[config.mk]
export PLATFORM = sky130hd
export DESIGN_NAME = output_trigger_mode_controller
export DESIGN_NICKNAME = d
export VERILOG_FILES = /design/src/design/trig_mode_pkg.sv /design/src/design/output_trigger_mode_controller.sv
export SDC_FILE = /design/constraint.sdc
export NUM_CORES = 1
export LEC_CHECK = 0
export BUFFER_PORTS_ARGS = -buffer_cell sky130_fd_sc_hd__buf_2
export CORE_ASPECT_RATIO = 1.5
export CORE_UTILIZATION = 50
export DETAILED_ROUTE_END_ITERATION = 7
export PLACE_DENSITY = 0.71
export SYNTH_ARGS = -nofsm -noshare
export SYNTH_HDL_FRONTEND = slang
export SYNTH_SLANG_ARGS = --single-unit
[constraint.sdc]
create_clock -name pclk -period 19 [get_ports pclk]
set_input_delay 0.95 -clock pclk [delete_from_list [all_inputs] [get_ports pclk]]
set_output_delay 0.95 -clock pclk [all_outputs]
set_load 0.1 [all_outputs]
[src/design/trig_mode_pkg.sv]
package trig_mode_pkg;
  // base clock and the internal 10 MHz tick
  localparam int unsigned PCLK_NS = 10;
  localparam int unsigned TICK_NS = 100;
  localparam int unsigned TICK_DIV = TICK_NS / PCLK_NS;
  // times in ns, counts in 10 MHz ticks (least times rounded up)
  localparam int unsigned STOP_LAT_NS = 200;
  localparam int unsigned STOP_LAT_TICKS = (STOP_LAT_NS + TICK_NS - 1) / TICK_NS;
  localparam int unsigned RECOVER_NS = 2500;
  localparam int unsigned RECOVER_TICKS = (RECOVER_NS + TICK_NS - 1) / TICK_NS;
  localparam int unsigned DELAY_MIN_NS = 700;
  localparam int unsigned DELAY_MIN_TICKS = (DELAY_MIN_NS + TICK_NS - 1) / TICK_NS;
  localparam int unsigned BURST_MIN_NS = 400;
  localparam int unsigned BURST_MIN_TICKS = (BURST_MIN_NS + TICK_NS - 1) / TICK_NS;
  localparam int unsigned PERIOD_MIN_NS = 10000;
  localparam int unsigned PERIOD_MIN_TICKS = (PERIOD_MIN_NS + TICK_NS - 1) / TICK_NS;
  // 100 s in ticks
  localparam logic [31:0] MAX_SETTING_TICKS = 32'h3B9A_CA00;
  // fixed part of the delay split
  localparam int unsigned SYNC_FIX_TICKS = 3;
  localparam int unsigned LAUNCH_FIX_TICKS = DELAY_MIN_TICKS - SYNC_FIX_TICKS;

  // register byte offsets
  localparam logic [7:0] ADDR_CTRL = 8'h00;
  localparam logic [7:0] ADDR_DELAY = 8'h04;
  localparam logic [7:0] ADDR_BURST0 = 8'h08;
  localparam logic [7:0] ADDR_BURST1 = 8'h0C;
  localparam logic [7:0] ADDR_PERIOD = 8'h10;
  localparam logic [7:0] ADDR_STATUS = 8'h14;

  // control field positions
  localparam int unsigned CTRL_MODE_LSB = 0;
  localparam int unsigned CTRL_SRC_LSB = 2;
  localparam int unsigned CTRL_POL_BIT = 4;
  localparam int unsigned CTRL_SYNTH_BIT = 5;
  localparam int unsigned CTRL_SEQ_BIT = 6;
  localparam int unsigned CTRL_AMX_BIT = 7;
  localparam int unsigned CTRL_STOP_BIT = 8;
  localparam int unsigned CTRL_STEP_BIT = 9;

  // reset values
  localparam logic [31:0] DELAY_RST = 32'h0000_0007;
  localparam logic [31:0] BURST_RST = 32'h0000_03E8;
  localparam logic [31:0] PERIOD_RST = 32'h0000_2710;

  typedef enum logic [1:0] {MODE_CONT, MODE_TRIG, MODE_GATE, MODE_BURST} mode_e;
  typedef enum logic [1:0] {SRC_EXT, SRC_MAN, SRC_INT} source_e;
  typedef enum logic [2:0] {ST_IDLE, ST_SYNC, ST_LAUNCH, ST_ACTIVE, ST_STOP, ST_RECOVER} state_e;

  typedef struct packed {
    logic am_excepted;
    logic seq_en;
    logic synth_on;
    logic neg_pol;
    source_e source;
    mode_e mode;
  } ctrl_s;

  localparam ctrl_s CTRL_RST = '{
    am_excepted: 1'b0, seq_en: 1'b0, synth_on: 1'b0, neg_pol: 1'b0,
    source: SRC_EXT, mode: MODE_CONT};
endpackage

[src/design/output_trigger_mode_controller.sv]
// What this block does
// - continuous mode drives output always
// - triggered mode starts on trigger, runs till stop
// - sync pulse after sync latency on 10 MHz
// - output after launch latency; sum equals delay
// - synth off adjusts sync, on adjusts launch
// - stop after 0.2us, then 2.5us recovery
// - gated mode outputs only while gate active
// - gated mode uses triggered-mode latencies
// - timed burst runs channel duration per trigger
// - sweep or modulation other than AM: one sequence per trigger
// - source cycles external, manual, internal; internal skipped outside burst
// - manual press triggers; held button gates
// - internal triggers one period apart, one burst
// - delay 0.7us to 100s, all sources
// - external edge chosen by polarity
// - gated level chosen by polarity for the external input; manual gate uses the button level
// - period 10us to 100s, above delay+burst+2.5us
// - period raised when delay or burst grows
// - burst per channel, 0.4us to 100s
// - both channels share source and mode
// - settings shared across triggered modes
//
// Chosen here: the placing of the registers and the APB interface to the registers.
`timescale 1ns/1ps
module output_trigger_mode_controller #(
  parameter int unsigned TICK_DIV = trig_mode_pkg::TICK_DIV
) (
  input wire logic pclk,
  input wire logic presetn,
  input wire logic ce,
  input wire logic psel,
  input wire logic penable,
  input wire logic pwrite,
  input wire logic [7:0] paddr,
  input wire logic [31:0] pwdata,
  output logic [31:0] prdata,
  output logic pready,
  output logic pslverr,
  input wire logic trig_pin,
  input wire logic manual_btn,
  input wire logic seq_done,
  output logic [1:0] out_en,
  output logic sync_pulse,
  output logic busy
);
  generate
    if (TICK_DIV < 2 || TICK_DIV > 255) begin : g_bad_div
      $error("TICK_DIV out of range");
    end
  endgenerate

  trig_mode_pkg::ctrl_s ctrl_q;
  logic [31:0] delay_q;
  logic [31:0] burst_q [2];
  logic [31:0] period_q;
  trig_mode_pkg::state_e st_q;
  logic [31:0] timer_q;
  logic [31:0] ch_cnt_q [2];
  logic [1:0] ch_on_q;
  logic [31:0] int_cnt_q;
  logic [7:0] div_q;
  logic tick_q;
  logic [2:0] pin_sync_q;
  logic [2:0] btn_sync_q;
  logic pin_lvl_q;
  logic btn_lvl_q;
  logic stop_req_q;
  logic seq_seen_q;
  logic int_trig_q;
  logic [1:0] out_en_q;
  logic sync_pulse_q;
  logic [31:0] prdata_q;
  logic pready_q;
  logic pslverr_q;
  logic busy_q;

  wire logic acc = psel && penable && pready_q;
  wire logic wr = acc && pwrite;
  wire logic addr_ok = paddr inside {trig_mode_pkg::ADDR_CTRL, trig_mode_pkg::ADDR_DELAY,
    trig_mode_pkg::ADDR_BURST0, trig_mode_pkg::ADDR_BURST1, trig_mode_pkg::ADDR_PERIOD,
    trig_mode_pkg::ADDR_STATUS};

  function automatic logic [31:0] clamp(input logic [31:0] v, input logic [31:0] lo);
    clamp = (v < lo) ? lo : ((v > trig_mode_pkg::MAX_SETTING_TICKS) ?
      trig_mode_pkg::MAX_SETTING_TICKS : v);
  endfunction

  // apb: no wait state; every bus output comes from a flop
  always_ff @(posedge pclk or negedge presetn) begin
    if (!presetn) begin
      pready_q <= 1'b0;
      pslverr_q <= 1'b0;
      prdata_q <= 32'h0000_0000;
    end else if (ce) begin
      pready_q <= psel && !penable;
      pslverr_q <= psel && !penable && !addr_ok;
      if (psel && !penable && !pwrite) begin
        case (paddr)
          trig_mode_pkg::ADDR_CTRL: prdata_q <= {24'h00_0000, ctrl_q};
          trig_mode_pkg::ADDR_DELAY: prdata_q <= delay_q;
          trig_mode_pkg::ADDR_BURST0: prdata_q <= burst_q[0];
          trig_mode_pkg::ADDR_BURST1: prdata_q <= burst_q[1];
          trig_mode_pkg::ADDR_PERIOD: prdata_q <= period_q;
          trig_mode_pkg::ADDR_STATUS: prdata_q <= {24'h00_0000, btn_lvl_q, pin_lvl_q,
            out_en_q, 1'b0, st_q};
          default: prdata_q <= 32'h0000_0000;
        endcase
      end
    end
  end

  // control: one mode and source shared by both channels
  always_ff @(posedge pclk or negedge presetn) begin
    if (!presetn) begin
      ctrl_q <= trig_mode_pkg::CTRL_RST;
    end else if (ce && wr && paddr == trig_mode_pkg::ADDR_CTRL) begin
      logic [1:0] src;
      logic is_burst;
      src = pwdata[trig_mode_pkg::CTRL_SRC_LSB +: 2];
      is_burst = pwdata[trig_mode_pkg::CTRL_MODE_LSB +: 2] == 2'(trig_mode_pkg::MODE_BURST);
      if (pwdata[trig_mode_pkg::CTRL_STEP_BIT]) begin
        src = 2'(ctrl_q.source) + 2'd1;
      end
      if (src == 2'd3 || (src == 2'(trig_mode_pkg::SRC_INT) && !is_burst)) begin
        src = 2'(trig_mode_pkg::SRC_EXT);
      end
      ctrl_q.mode <= trig_mode_pkg::mode_e'(pwdata[trig_mode_pkg::CTRL_MODE_LSB +: 2]);
      ctrl_q.source <= trig_mode_pkg::source_e'(src);
      ctrl_q.neg_pol <= pwdata[trig_mode_pkg::CTRL_POL_BIT];
      ctrl_q.synth_on <= pwdata[trig_mode_pkg::CTRL_SYNTH_BIT];
      ctrl_q.seq_en <= pwdata[trig_mode_pkg::CTRL_SEQ_BIT];
      ctrl_q.am_excepted <= pwdata[trig_mode_pkg::CTRL_AMX_BIT];
    end
  end

  // timing settings in 10 MHz ticks, clamped to their ranges
  wire logic [31:0] max_burst = (burst_q[0] > burst_q[1]) ? burst_q[0] : burst_q[1];
  wire logic [31:0] period_need = delay_q + max_burst + 32'(trig_mode_pkg::RECOVER_TICKS) + 32'd1;

  always_ff @(posedge pclk or negedge presetn) begin
    if (!presetn) begin
      delay_q <= trig_mode_pkg::DELAY_RST;
      burst_q[0] <= trig_mode_pkg::BURST_RST;
      burst_q[1] <= trig_mode_pkg::BURST_RST;
    end else if (ce && wr) begin
      if (paddr == trig_mode_pkg::ADDR_DELAY) begin
        delay_q <= clamp(pwdata, 32'(trig_mode_pkg::DELAY_MIN_TICKS));
      end
      if (paddr == trig_mode_pkg::ADDR_BURST0) begin
        burst_q[0] <= clamp(pwdata, 32'(trig_mode_pkg::BURST_MIN_TICKS));
      end
      if (paddr == trig_mode_pkg::ADDR_BURST1) begin
        burst_q[1] <= clamp(pwdata, 32'(trig_mode_pkg::BURST_MIN_TICKS));
      end
    end
  end

  // a too short period is lifted to the least legal one
  always_ff @(posedge pclk or negedge presetn) begin
    if (!presetn) begin
      period_q <= trig_mode_pkg::PERIOD_RST;
    end else if (ce) begin
      if (period_q < period_need) begin
        period_q <= period_need;
      end else if (wr && paddr == trig_mode_pkg::ADDR_PERIOD) begin
        period_q <= clamp(pwdata, 32'(trig_mode_pkg::PERIOD_MIN_TICKS));
      end
    end
  end

  // pins: three flops, a change counts once stages two and three agree
  always_ff @(posedge pclk or negedge presetn) begin
    if (!presetn) begin
      pin_sync_q <= 3'h0;
      btn_sync_q <= 3'h0;
      pin_lvl_q <= 1'b0;
      btn_lvl_q <= 1'b0;
    end else if (ce) begin
      pin_sync_q <= {pin_sync_q[1:0], trig_pin};
      btn_sync_q <= {btn_sync_q[1:0], manual_btn};
      if (pin_sync_q[1] == pin_sync_q[2]) begin
        pin_lvl_q <= pin_sync_q[2];
      end
      if (btn_sync_q[1] == btn_sync_q[2]) begin
        btn_lvl_q <= btn_sync_q[2];
      end
    end
  end

  wire logic pin_new = (pin_sync_q[1] == pin_sync_q[2]) && (pin_sync_q[2] != pin_lvl_q);
  wire logic btn_new = (btn_sync_q[1] == btn_sync_q[2]) && (btn_sync_q[2] != btn_lvl_q);
  // chosen edge of the external input
  wire logic ext_edge = pin_new && (pin_sync_q[2] != ctrl_q.neg_pol);
  wire logic gate_lvl = (ctrl_q.source == trig_mode_pkg::SRC_MAN) ? btn_lvl_q :
    (pin_lvl_q != ctrl_q.neg_pol);
  wire logic trig_evt = (ctrl_q.source == trig_mode_pkg::SRC_EXT) ? ext_edge :
    (ctrl_q.source == trig_mode_pkg::SRC_MAN) ? (btn_new && btn_sync_q[2]) :
    int_trig_q;
  wire logic is_gate = ctrl_q.mode == trig_mode_pkg::MODE_GATE;
  wire logic use_seq = ctrl_q.seq_en && !ctrl_q.am_excepted;
  wire logic [31:0] sync_ticks = ctrl_q.synth_on ? 32'(trig_mode_pkg::SYNC_FIX_TICKS) :
    delay_q - 32'(trig_mode_pkg::LAUNCH_FIX_TICKS);
  wire logic [31:0] launch_ticks = ctrl_q.synth_on ?
    delay_q - 32'(trig_mode_pkg::SYNC_FIX_TICKS) : 32'(trig_mode_pkg::LAUNCH_FIX_TICKS);

  // 10 MHz tick: every latency is counted on it
  always_ff @(posedge pclk or negedge presetn) begin
    if (!presetn) begin
      div_q <= 8'h00;
      tick_q <= 1'b0;
    end else if (ce) begin
      tick_q <= div_q == 8'(TICK_DIV - 1);
      div_q <= (div_q == 8'(TICK_DIV - 1)) ? 8'h00 : div_q + 8'h01;
    end
  end

  // internal trigger: one pulse per period, only in burst mode
  always_ff @(posedge pclk or negedge presetn) begin
    if (!presetn) begin
      int_cnt_q <= 32'h0000_0000;
      int_trig_q <= 1'b0;
    end else if (ce) begin
      int_trig_q <= 1'b0;
      if (ctrl_q.source != trig_mode_pkg::SRC_INT) begin
        int_cnt_q <= 32'h0000_0000;
      end else if (tick_q) begin
        int_trig_q <= int_cnt_q == 32'h0000_0000;
        int_cnt_q <= (int_cnt_q >= period_q - 32'd1) ? 32'h0000_0000 : int_cnt_q + 32'd1;
      end
    end
  end

  // a stop request acts at once; a sequence-end request waits for the next tick
  always_ff @(posedge pclk or negedge presetn) begin
    if (!presetn) begin
      stop_req_q <= 1'b0;
      seq_seen_q <= 1'b0;
    end else if (ce) begin
      if (wr && paddr == trig_mode_pkg::ADDR_CTRL && pwdata[trig_mode_pkg::CTRL_STOP_BIT]) begin
        stop_req_q <= 1'b1;
      end else if (st_q != trig_mode_pkg::ST_ACTIVE) begin
        stop_req_q <= 1'b0;
      end
      if (seq_done && st_q == trig_mode_pkg::ST_ACTIVE) begin
        seq_seen_q <= 1'b1;
      end else if (st_q != trig_mode_pkg::ST_ACTIVE) begin
        seq_seen_q <= 1'b0;
      end
    end
  end

  // start/stop sequencer, the same for both channels
  always_ff @(posedge pclk or negedge presetn) begin
    if (!presetn) begin
      st_q <= trig_mode_pkg::ST_IDLE;
      timer_q <= 32'h0000_0000;
      sync_pulse_q <= 1'b0;
    end else if (ce) begin
      sync_pulse_q <= 1'b0;
      case (st_q)
        trig_mode_pkg::ST_IDLE: begin
          // only idle takes a trigger; busy and recovery ignore them
          if (ctrl_q.mode != trig_mode_pkg::MODE_CONT && (is_gate ? gate_lvl : trig_evt)) begin
            st_q <= trig_mode_pkg::ST_SYNC;
            timer_q <= sync_ticks;
          end
        end
        trig_mode_pkg::ST_SYNC: begin
          if (is_gate && !gate_lvl) begin
            st_q <= trig_mode_pkg::ST_STOP;
            timer_q <= 32'(trig_mode_pkg::STOP_LAT_TICKS);
          end else if (tick_q) begin
            if (timer_q <= 32'd1) begin
              st_q <= trig_mode_pkg::ST_LAUNCH;
              sync_pulse_q <= 1'b1;
              timer_q <= launch_ticks;
            end else begin
              timer_q <= timer_q - 32'd1;
            end
          end
        end
        trig_mode_pkg::ST_LAUNCH: begin
          if (is_gate && !gate_lvl) begin
            st_q <= trig_mode_pkg::ST_STOP;
            timer_q <= 32'(trig_mode_pkg::STOP_LAT_TICKS);
          end else if (tick_q) begin
            if (timer_q <= 32'd1) begin
              st_q <= trig_mode_pkg::ST_ACTIVE;
            end else begin
              timer_q <= timer_q - 32'd1;
            end
          end
        end
        trig_mode_pkg::ST_ACTIVE: begin
          if (ctrl_q.mode == trig_mode_pkg::MODE_CONT) begin
            st_q <= trig_mode_pkg::ST_IDLE;
          end else if ((is_gate && !gate_lvl) || stop_req_q) begin
            st_q <= trig_mode_pkg::ST_STOP;
            timer_q <= 32'(trig_mode_pkg::STOP_LAT_TICKS);
          end else if (ctrl_q.mode == trig_mode_pkg::MODE_BURST && tick_q &&
                       (use_seq ? seq_seen_q : ch_on_q == 2'b00)) begin
            st_q <= trig_mode_pkg::ST_RECOVER;
            timer_q <= 32'(trig_mode_pkg::RECOVER_TICKS);
          end
        end
        trig_mode_pkg::ST_STOP: begin
          if (tick_q) begin
            if (timer_q <= 32'd1) begin
              st_q <= trig_mode_pkg::ST_RECOVER;
              timer_q <= 32'(trig_mode_pkg::RECOVER_TICKS);
            end else begin
              timer_q <= timer_q - 32'd1;
            end
          end
        end
        trig_mode_pkg::ST_RECOVER: begin
          if (tick_q) begin
            if (timer_q <= 32'd1) begin
              st_q <= trig_mode_pkg::ST_IDLE;
            end else begin
              timer_q <= timer_q - 32'd1;
            end
          end
        end
        default: st_q <= trig_mode_pkg::ST_IDLE;
      endcase
    end
  end

  // per-channel burst timers, ignored while a sequence sets the length
  always_ff @(posedge pclk or negedge presetn) begin
    if (!presetn) begin
      ch_cnt_q[0] <= 32'h0000_0000;
      ch_cnt_q[1] <= 32'h0000_0000;
      ch_on_q <= 2'b00;
    end else if (ce) begin
      for (int i = 0; i < 2; i++) begin
        if (st_q != trig_mode_pkg::ST_ACTIVE) begin
          ch_cnt_q[i] <= 32'h0000_0000;
          ch_on_q[i] <= 1'b1;
        end else if (tick_q && ch_on_q[i]) begin
          ch_cnt_q[i] <= ch_cnt_q[i] + 32'd1;
          if (ch_cnt_q[i] + 32'd1 >= burst_q[i] &&
              ctrl_q.mode == trig_mode_pkg::MODE_BURST && !use_seq) begin
            ch_on_q[i] <= 1'b0;
          end
        end
      end
    end
  end

  // output enables; continuous mode never waits
  always_ff @(posedge pclk or negedge presetn) begin
    if (!presetn) begin
      out_en_q <= 2'b00;
    end else if (ce) begin
      if (ctrl_q.mode == trig_mode_pkg::MODE_CONT) begin
        out_en_q <= 2'b11;
      end else if (st_q == trig_mode_pkg::ST_STOP) begin
        out_en_q <= out_en_q;
      end else if (st_q == trig_mode_pkg::ST_ACTIVE) begin
        out_en_q <= use_seq ? 2'b11 : ch_on_q;
      end else begin
        out_en_q <= 2'b00;
      end
    end
  end

  // busy from a flop, one cycle behind the state
  always_ff @(posedge pclk or negedge presetn) begin
    if (!presetn) begin
      busy_q <= 1'b0;
    end else if (ce) begin
      busy_q <= st_q != trig_mode_pkg::ST_IDLE;
    end
  end

  assign prdata = prdata_q;
  assign pready = pready_q;
  assign pslverr = pslverr_q;
  assign out_en = out_en_q;
  assign sync_pulse = sync_pulse_q;
  assign busy = busy_q;

  cont_output_a: assert property (@(posedge pclk) disable iff (!presetn)
    ce && ctrl_q.mode == trig_mode_pkg::MODE_CONT |=> out_en_q == 2'b11)
    else $error("continuous mode lost output");
  sync_then_launch_a: assert property (@(posedge pclk) disable iff (!presetn)
    $rose(sync_pulse_q) |-> st_q == trig_mode_pkg::ST_LAUNCH &&
      $past(st_q) == trig_mode_pkg::ST_SYNC)
    else $error("sync pulse out of place");
  delay_split_a: assert property (@(posedge pclk) disable iff (!presetn)
    sync_ticks + launch_ticks == delay_q)
    else $error("delay split does not sum");
  synth_split_a: assert property (@(posedge pclk) disable iff (!presetn)
    ctrl_q.synth_on |-> sync_ticks == 32'(trig_mode_pkg::SYNC_FIX_TICKS))
    else $error("synth on changed sync latency");
  recover_len_a: assert property (@(posedge pclk) disable iff (!presetn || !ce)
    $rose(st_q == trig_mode_pkg::ST_RECOVER) |->
      ##249 st_q == trig_mode_pkg::ST_RECOVER ##1 st_q == trig_mode_pkg::ST_IDLE)
    else $error("recovery not 2.5 us");
  gate_off_a: assert property (@(posedge pclk) disable iff (!presetn)
    ce && is_gate && st_q == trig_mode_pkg::ST_ACTIVE && !gate_lvl
      |=> st_q == trig_mode_pkg::ST_STOP)
    else $error("gate end did not stop");
  busy_ignore_a: assert property (@(posedge pclk) disable iff (!presetn)
    st_q == trig_mode_pkg::ST_RECOVER && !tick_q |=> st_q == trig_mode_pkg::ST_RECOVER)
    else $error("recovery left early");
  period_raise_a: assert property (@(posedge pclk) disable iff (!presetn)
    ce && period_q < period_need |=> period_q == $past(period_need))
    else $error("period not raised");
  int_src_a: assert property (@(posedge pclk) disable iff (!presetn)
    ctrl_q.source == trig_mode_pkg::SRC_INT |-> ctrl_q.mode == trig_mode_pkg::MODE_BURST)
    else $error("internal source outside burst");
  launch_cov: cover property (@(posedge pclk) disable iff (!presetn)
    $rose(st_q == trig_mode_pkg::ST_ACTIVE));
  burst_cov: cover property (@(posedge pclk) disable iff (!presetn)
    ctrl_q.mode == trig_mode_pkg::MODE_BURST && $rose(st_q == trig_mode_pkg::ST_RECOVER));
  stop_cov: cover property (@(posedge pclk) disable iff (!presetn)
    $rose(st_q == trig_mode_pkg::ST_STOP));
endmodule // output_trigger_mode_controller

==> results of run 1 <==
-- stage by stage --
| step | area [um^2] | instances | setup WS, ps | utilization [%] | power, mW |
|---|---|---|---|---|---|
| 2_1_floorplan | 24820 | 3011 | 11860 | - | 1.468 |
| 3_3_place_gp | 25700 | 3620 | 10490 | 52.65 | 1.720 |
| 3_5_place_dp | 25700 | 3620 | 10240 | 52.65 | 1.743 |
| 4_1_cts | 26810 | 3680 | 10230 | 54.94 | 2.447 |
| 5_1_grt | 26810 | 3680 | 9634 | 54.94 | 2.580 |
| 6_report | 26820 | 3682 | 10200 | 54.95 | 2.457 |
-- area by class of cell --
cell class	count	area, um^2
Fill cell	4620	21990
Multi-Input combinational cell	2407	15560
Antenna cell	2	5.005
Sequential cell	327	8208
Timing Repair Buffer	116	678.2
Inverter	114	427.9
Clock inverter	10	81.33
Tap cell	656	820.8
Clock buffer	50	1035
-- power by group --
part / internal (mW) / leakage, nW / switching [mW]
Sequential: 0.775 / 4.33 / 0.143
Clock: 0.393 / 0.553 / 0.307
Combinational: 0.310 / 7.03 / 0.529
Total: 1.48 / 11.9 / 0.979
-- how the worst max path moves through the flow --
| stage | start | cells past startpoint | to |
|---|---|---|---|
| floorplan | burst_q[9] | 32 | period_q[9] |
| global placement | burst_q[9] | 33 | period_q[19] |
| detailed placement | burst_q[9] | 33 | period_q[19] |
| CTS | burst_q[9] | 33 | period_q[19] |
| global route | burst_q[9] | 33 | period_q[19] |
| finish | burst_q[9] | 33 | period_q[19] |
-- per-layer routing --
layer  vias up  share of wire (%)  track usage, %
met5         -              0.031               0
met4         4                7.0           21.60
met3       261                5.9           5.507
met2       833                 49           59.42
met1     11241                 38           38.63
li1      10888                  -               -
-- Yosys cell counts, types with 40 or more instances --
cell type	n	area, um^2
nand2_1	420	1577
dfrtp_1	307	7682
o21ai_0	306	1531
ha_1	235	2940
nor2_1	202	758.2
a21oi_1	194	970.9
clkbuf_1	127	476.7
inv_1	113	424.2
xnor2_1	102	893.4
nand3_1	79	395.4
xor2_1	73	639.4
o21ai_1	69	345.3
nor3_1	65	325.3
a21o_1	47	352.8
a31oi_1	46	287.8
nand4_1	42	262.8
and3_1	40	250.2
-- registers in the layout (all words and copies together) (netlist names), 32 cells and up --
name and flops:
burst_q 64, period_q 32, prdata 32, ch_cnt_q 64
timer_q 32, delay_q 32, int_cnt_q 32
-- cell usage in the layout (no fill, tap or decap), types with 15 or more instances in the layout --
master / synthesis / layout
buf_4: 5 / 29
nand2_1: 420 / 420
o22ai_1: 20 / 20
and3_1: 40 / 40
or3_1: 20 / 19
a21oi_1: 194 / 192
a21o_1: 47 / 47
nand4_1: 42 / 42
o21ai_1: 69 / 69
nand2b_1: 37 / 36
a222oi_1: 29 / 29
dfrtp_1: 307 / 307
xnor2_1: 102 / 102
mux2_2: 30 / 30
a22o_1: 38 / 38
nand3_1: 79 / 79
nor2b_1: 27 / 27
ha_1: 235 / 235
clkbuf_16: 0 / 37
dfstp_2: 20 / 20
o211ai_1: 15 / 15
nor3_1: 65 / 65
buf_2: 20 / 85
o31ai_1: 17 / 17
a31oi_1: 46 / 46
nor2_1: 202 / 202
inv_1: 113 / 113
o21ai_0: 306 / 306
xor2_1: 73 / 73
nor4_1: 34 / 34
-- worst max-delay path: cells and delay by family (launching register included) --
| kind | cells | cell delay [ps] |
|---|---|---|
| AO/OA/AOI/OAI | 13 | 3380 |
| XOR/XNOR | 1 | 160 |
| adder cells (fa/ha/maj) | 5 | 1420 |
| buffers and inverters | 5 | 1060 |
| flip-flops | 1 | 550 |
| multiplexers | 1 | 420 |
| AND/OR/NAND/NOR | 8 | 1630 |
-- cell families (layout without fill, tap and decap cells) --
family | count (synthesis) | in the layout
AO/OA/AOI/OAI | 894 | 894
XOR/XNOR | 175 | 175
adder cells (fa/ha/maj) | 236 | 236
buffers and inverters | 277 | 290
flip-flops | 327 | 327
multiplexers | 46 | 46
other | 0 | 2
AND/OR/NAND/NOR | 1056 | 1056
==> results.md, run 1 <==
- Post-route ant nets: 0
- Post-CTS sizing: 0
- Routed Wire Length: 86,190 um
- Worst r2r src: burst_q[9]
- Status: completed
- GP Congestion: 1.023
- Slowest stage cell, crit path: a21o_1
- Die Y: 274.9 um
- Share of cells above drive strength 1: 8.598%
- Reg2reg setup slack: 10,200 ps
- Power Density: 91.63 nW/um^2
- Total negative setup slack: 0 ps
- DRC: 0
- Synth-to-Final Area Change: 8.029%
- Top FF cell, synth: dfrtp_1
- Xor-xnor portion of the synthesized cell area: 6.174%
- Post-synthesis mux area share: 2.112%
- Worst stage delay on the critical path: 740 ps
- CTS tree: done
- Slew @ Worst Pin: 1206 ps
- Worst-skew pair later-pin latency: 570 ps
- Reg clk slew, reported paths: 60 ps
- Maximum fanout along the worst path: 63
- CTS Buf Count: 36
- Synth cell types: 90
- Root Buffer: clkbuf_16
- Post-CTS Setup Bufs: 0
- Fin. Hold Viols: 0
- Type of the most critical hold path: input port to asynchronous set/reset pin
- Routed WL per cell: 23.41 um
- Area of the mapped netlist: 24,820 um^2
- Number of port buffers: 86
- MaxCap Viol Count: 0
- Final number of setup-violating endpoints: 0
- Starting Density: 50.86%
- Post-DP HPWL: 66,930 um
- Cell count after synthesis: 3,011
- Adder-cell share of the synthesized area: 11.93%
- Post-synth ARST share: 100.0%
- Compound-Gate Fraction of Synth Area: 21.95%
- Register area share after synthesis: 33.06%
- TritonRoute pass-1 iters: 7
- R2R Path End: period_q[19]
- Syn. warnings: 0
- Max Buffers Root-to-Sink: 3
- Post-synth EDFFs: 0
- TritonCTS Sinks: 327
- Syn_area_per_cell: 8.244 um^2
- RSZ-0062 raised after global routing: false
- Crit Path Class: register to register
- Crit share post-route: 46.32%
- Hold_buf cts: 0
- Vias: 23,227
- Global route overflow: 0
- GRT Resource Usage Total: 34.07%
- Die W: 183.9 um
- Max-slew violation count: 0
- Die area: 50,560 um^2
- Simple-gate share of the synthesized area: 20.38%
- WP data arrival: 9240 ps
- I/O pins: 87
- Largest family of logic cells by synthesized area: compound AO/OA/AOI/OAI gates
- First-pass GRT wire length: 130,700 um
- Synth Net Count: 3,296
- Fmax: 0.1136 GHz
- CP Capture Type: register
- Reg2Reg Depth: 33
- Initial drt markers: 2,138
- Max IR drop VDD: 0.00006356 V
- Rows: 99
- Core ar.: 48,800 um^2
- Vias in the first global route: 22,446
- Crit start category: register
- Clock Skew: 41.32 ps
- Nets: 3,287
- CTS H-tree depth: 2
- Initial antenna violation count: 3
- CP required: 19,440 ps
- Yosys reg bits: 327
- Vias per inst: 6.308
- Tmin final: 8801 ps
- Largest net degree at the start of global routing: 133
- Rel. slew slack: 19.63%
- Hold slack: 409.2 ps
- Leak Pwr: 11.91 nW
(Power assumes the default switching activity.)
==> run 2, diff against run 1 <==
==> constraint.sdc (replaced) <==
create_clock -name pclk -period 8.9 [get_ports pclk]
set_input_delay 0.445 -clock pclk [delete_from_list [all_inputs] [get_ports pclk]]
set_output_delay 0.445 -clock pclk [all_outputs]
set_load 0.1 [all_outputs]
==> run 2 against run 1 <==
  * The flow now finishes with violations (design-rule violations)
  * Sequential cell count stayed put
  * Die area is the same
  * Final cell count rose by 0.19%
  * Power grew 110%
  * Global-route usage fell by 0.34 points
  * Design area increased by 0.15%
  * Via count up 0.10%
  * Worst hold slack worse by 280 ps
  * Critical path type unchanged
  * Critical endpoint is now period_q[5]
  * Largest power group unchanged
==> results.md, run 2 (same netlist as run 1, synthesis figures left out) <==
- End-of-flow core utilization: 55.03%
- Tmin final: 8014 ps
- CP required: 9330 ps
- Register area: 8208 um^2
- Number of port buffers: 86
- Max IR drop VDD: 0.0001236 V
- Fin. Hold Viols: 0
- Clock Skew: 19.79 ps
- Core ar.: 48,800 um^2
- Multi-input logic area: 15,560 um^2
- Vias per inst: 6.303
- Worst stage delay on the critical path: 550 ps
- CP Capture Type: register
- Status: finished, violations left
- CTS Buf Count: 37
- Die area: 50,560 um^2
- Hold path start: manual_btn
- Failing checks: design-rule violations
- DRC: 8
- Final number of setup-violating endpoints: 0
- Initial antenna violation count: 3
- Top flop regs: burst_q x64, ch_cnt_q x64
- Commonest non-fill, non-tap cell in the layout: nand2_1
- CP Depth: 29
- R2R Path End: period_q[5]
- Global route overflow: 0
- Crit share post-route: 90.05%
- Critical path buffer and inverter count: 3
- Rows: 99
- Reg2Reg Depth: 29
- Critical path's most frequent cell: ha_1
- GRT Resource Usage Total: 33.73%
- Largest net degree at the start of global routing: 89
- Synth-to-Final Area Change: 8.190%
- CTS H-tree depth: 2
- Post-route ant nets: 0
- Commonest non-fill, non-tap cells in the layout: nand2_1 (420), dfrtp_1 (307), o21ai_0 (306)
- Total power: 5.254 mW
- TritonCTS Sinks: 327
- First-pass GRT wire length: 130,100 um
- CP top delay family: compound AO/OA/AOI/OAI gates
- CTS tree: done
- Maximum fanout along the worst path: 43
- MaxCap Viol Count: 0
- Fill count: 4,628
- Power Density: 195.6 nW/um^2
- Slowest stage cell, crit path: dfstp_2
- Worst-skew pair later-pin latency: 550 ps
- Routed Wire Length: 85,250 um
- Vias: 23,251
- Rel. slew slack: 15.07%
- Post-CTS sizing: 0
- Hold slack: 127.4 ps
- Reg clk slew, reported paths: 60 ps
- Reg2reg setup slack: 890 ps
- Crit start category: register
- Max Buffers Root-to-Sink: 3
- TritonRoute pass-1 iters: 8
- Cells on Worst Hold Path: 2
- WP data arrival: 8440 ps
- Final worst-path setup slack: 885.7 ps
- Place WS: 1026 ps
- Die Y: 274.9 um
- WHS Endpoint: btn_sync_q[0]
- Leak Pwr: 11.93 nW
- GP Congestion: 0.9991
- Share of cells above drive strength 1: 8.581%
- Root Buffer: clkbuf_16
- Crit Path Class: register to register
- Nets: 3,290
- RSZ-0062 raised after global routing: false
- Vias in the first global route: 22,209
- Max-slew violation count: 0
- Routed WL per cell: 23.11 um
- I/O pins: 87
- Type of the most critical hold path: input port to register
- Slew @ Worst Pin: 1274 ps
- Initial drt markers: 2,278
- Starting Density: 50.86%
- Die W: 183.9 um
- Fmax: 0.1248 GHz
- Worst r2r src: burst_q[7]
- Total negative setup slack: 0 ps
- Post-DP HPWL: 65,990 um
run 2: how the worst max path moves through the flow:
stage	from	end	slack, ps
final	burst_q[7]	period_q[5]	890
after global routing	burst_q[9]	period_q[5]	400
after CTS	burst_q[9]	period_q[5]	980
after detailed placement	burst_q[7]	period_q[2]	1030
after global placement	burst_q[7]	period_q[2]	1230
after floorplan	burst_q[9]	period_q[9]	1760
run 2: worst reg2reg max path, delay by kind of cell, from the launching register on:
| kind | cells | cell delay [ps] |
|---|---|---|
| compound gates | 16 | 3900 |
| xor+xnor | 1 | 150 |
| fa+ha+maj | 4 | 1310 |
| buf+inv | 3 | 840 |
| flops | 1 | 550 |
| simple gates | 5 | 1150 |
run 2: layout make-up:
class	count	share of cell area, %
Multi-Input combinational cell	2407	57.94
Sequential cell	327	30.56
Clock buffer	55	3.923
Tap cell	656	3.056
Timing Repair Buffer	118	2.544
Inverter	114	1.593
Clock inverter	9	0.3541
Antenna cell	3	0.02795
run 2: what timing repair did:
item | CTS | global route
hold endpoints to repair | 70 | 0
setup endpoints to repair | 0 | 0
hold buffers | 1 | 0
setup buffers | 0 | 0
run 2: layer usage:
metal	vias up	part of all wire, %	track usage, %
met3	269	6.6	4.845
met1	11179	38	38.89
li1	10891	-	-
met2	910	48	58.13
met5	-	0.014	0
met4	2	7.2	22.26
run 2: report_power, final:
group          internal (mW)  switching, mW  leakage [nW]
clock                  0.874          0.657         0.569
combinational          0.657           1.08          7.03
sequential              1.66          0.333          4.33
run 2: through the flow:
step                      instances  area, um^2
after floorplan                3011       24820
after global placement         3621       25690
after detailed placement       3621       25690
after CTS                      3686       26850
after global routing           3686       26850
final                          3689       26860
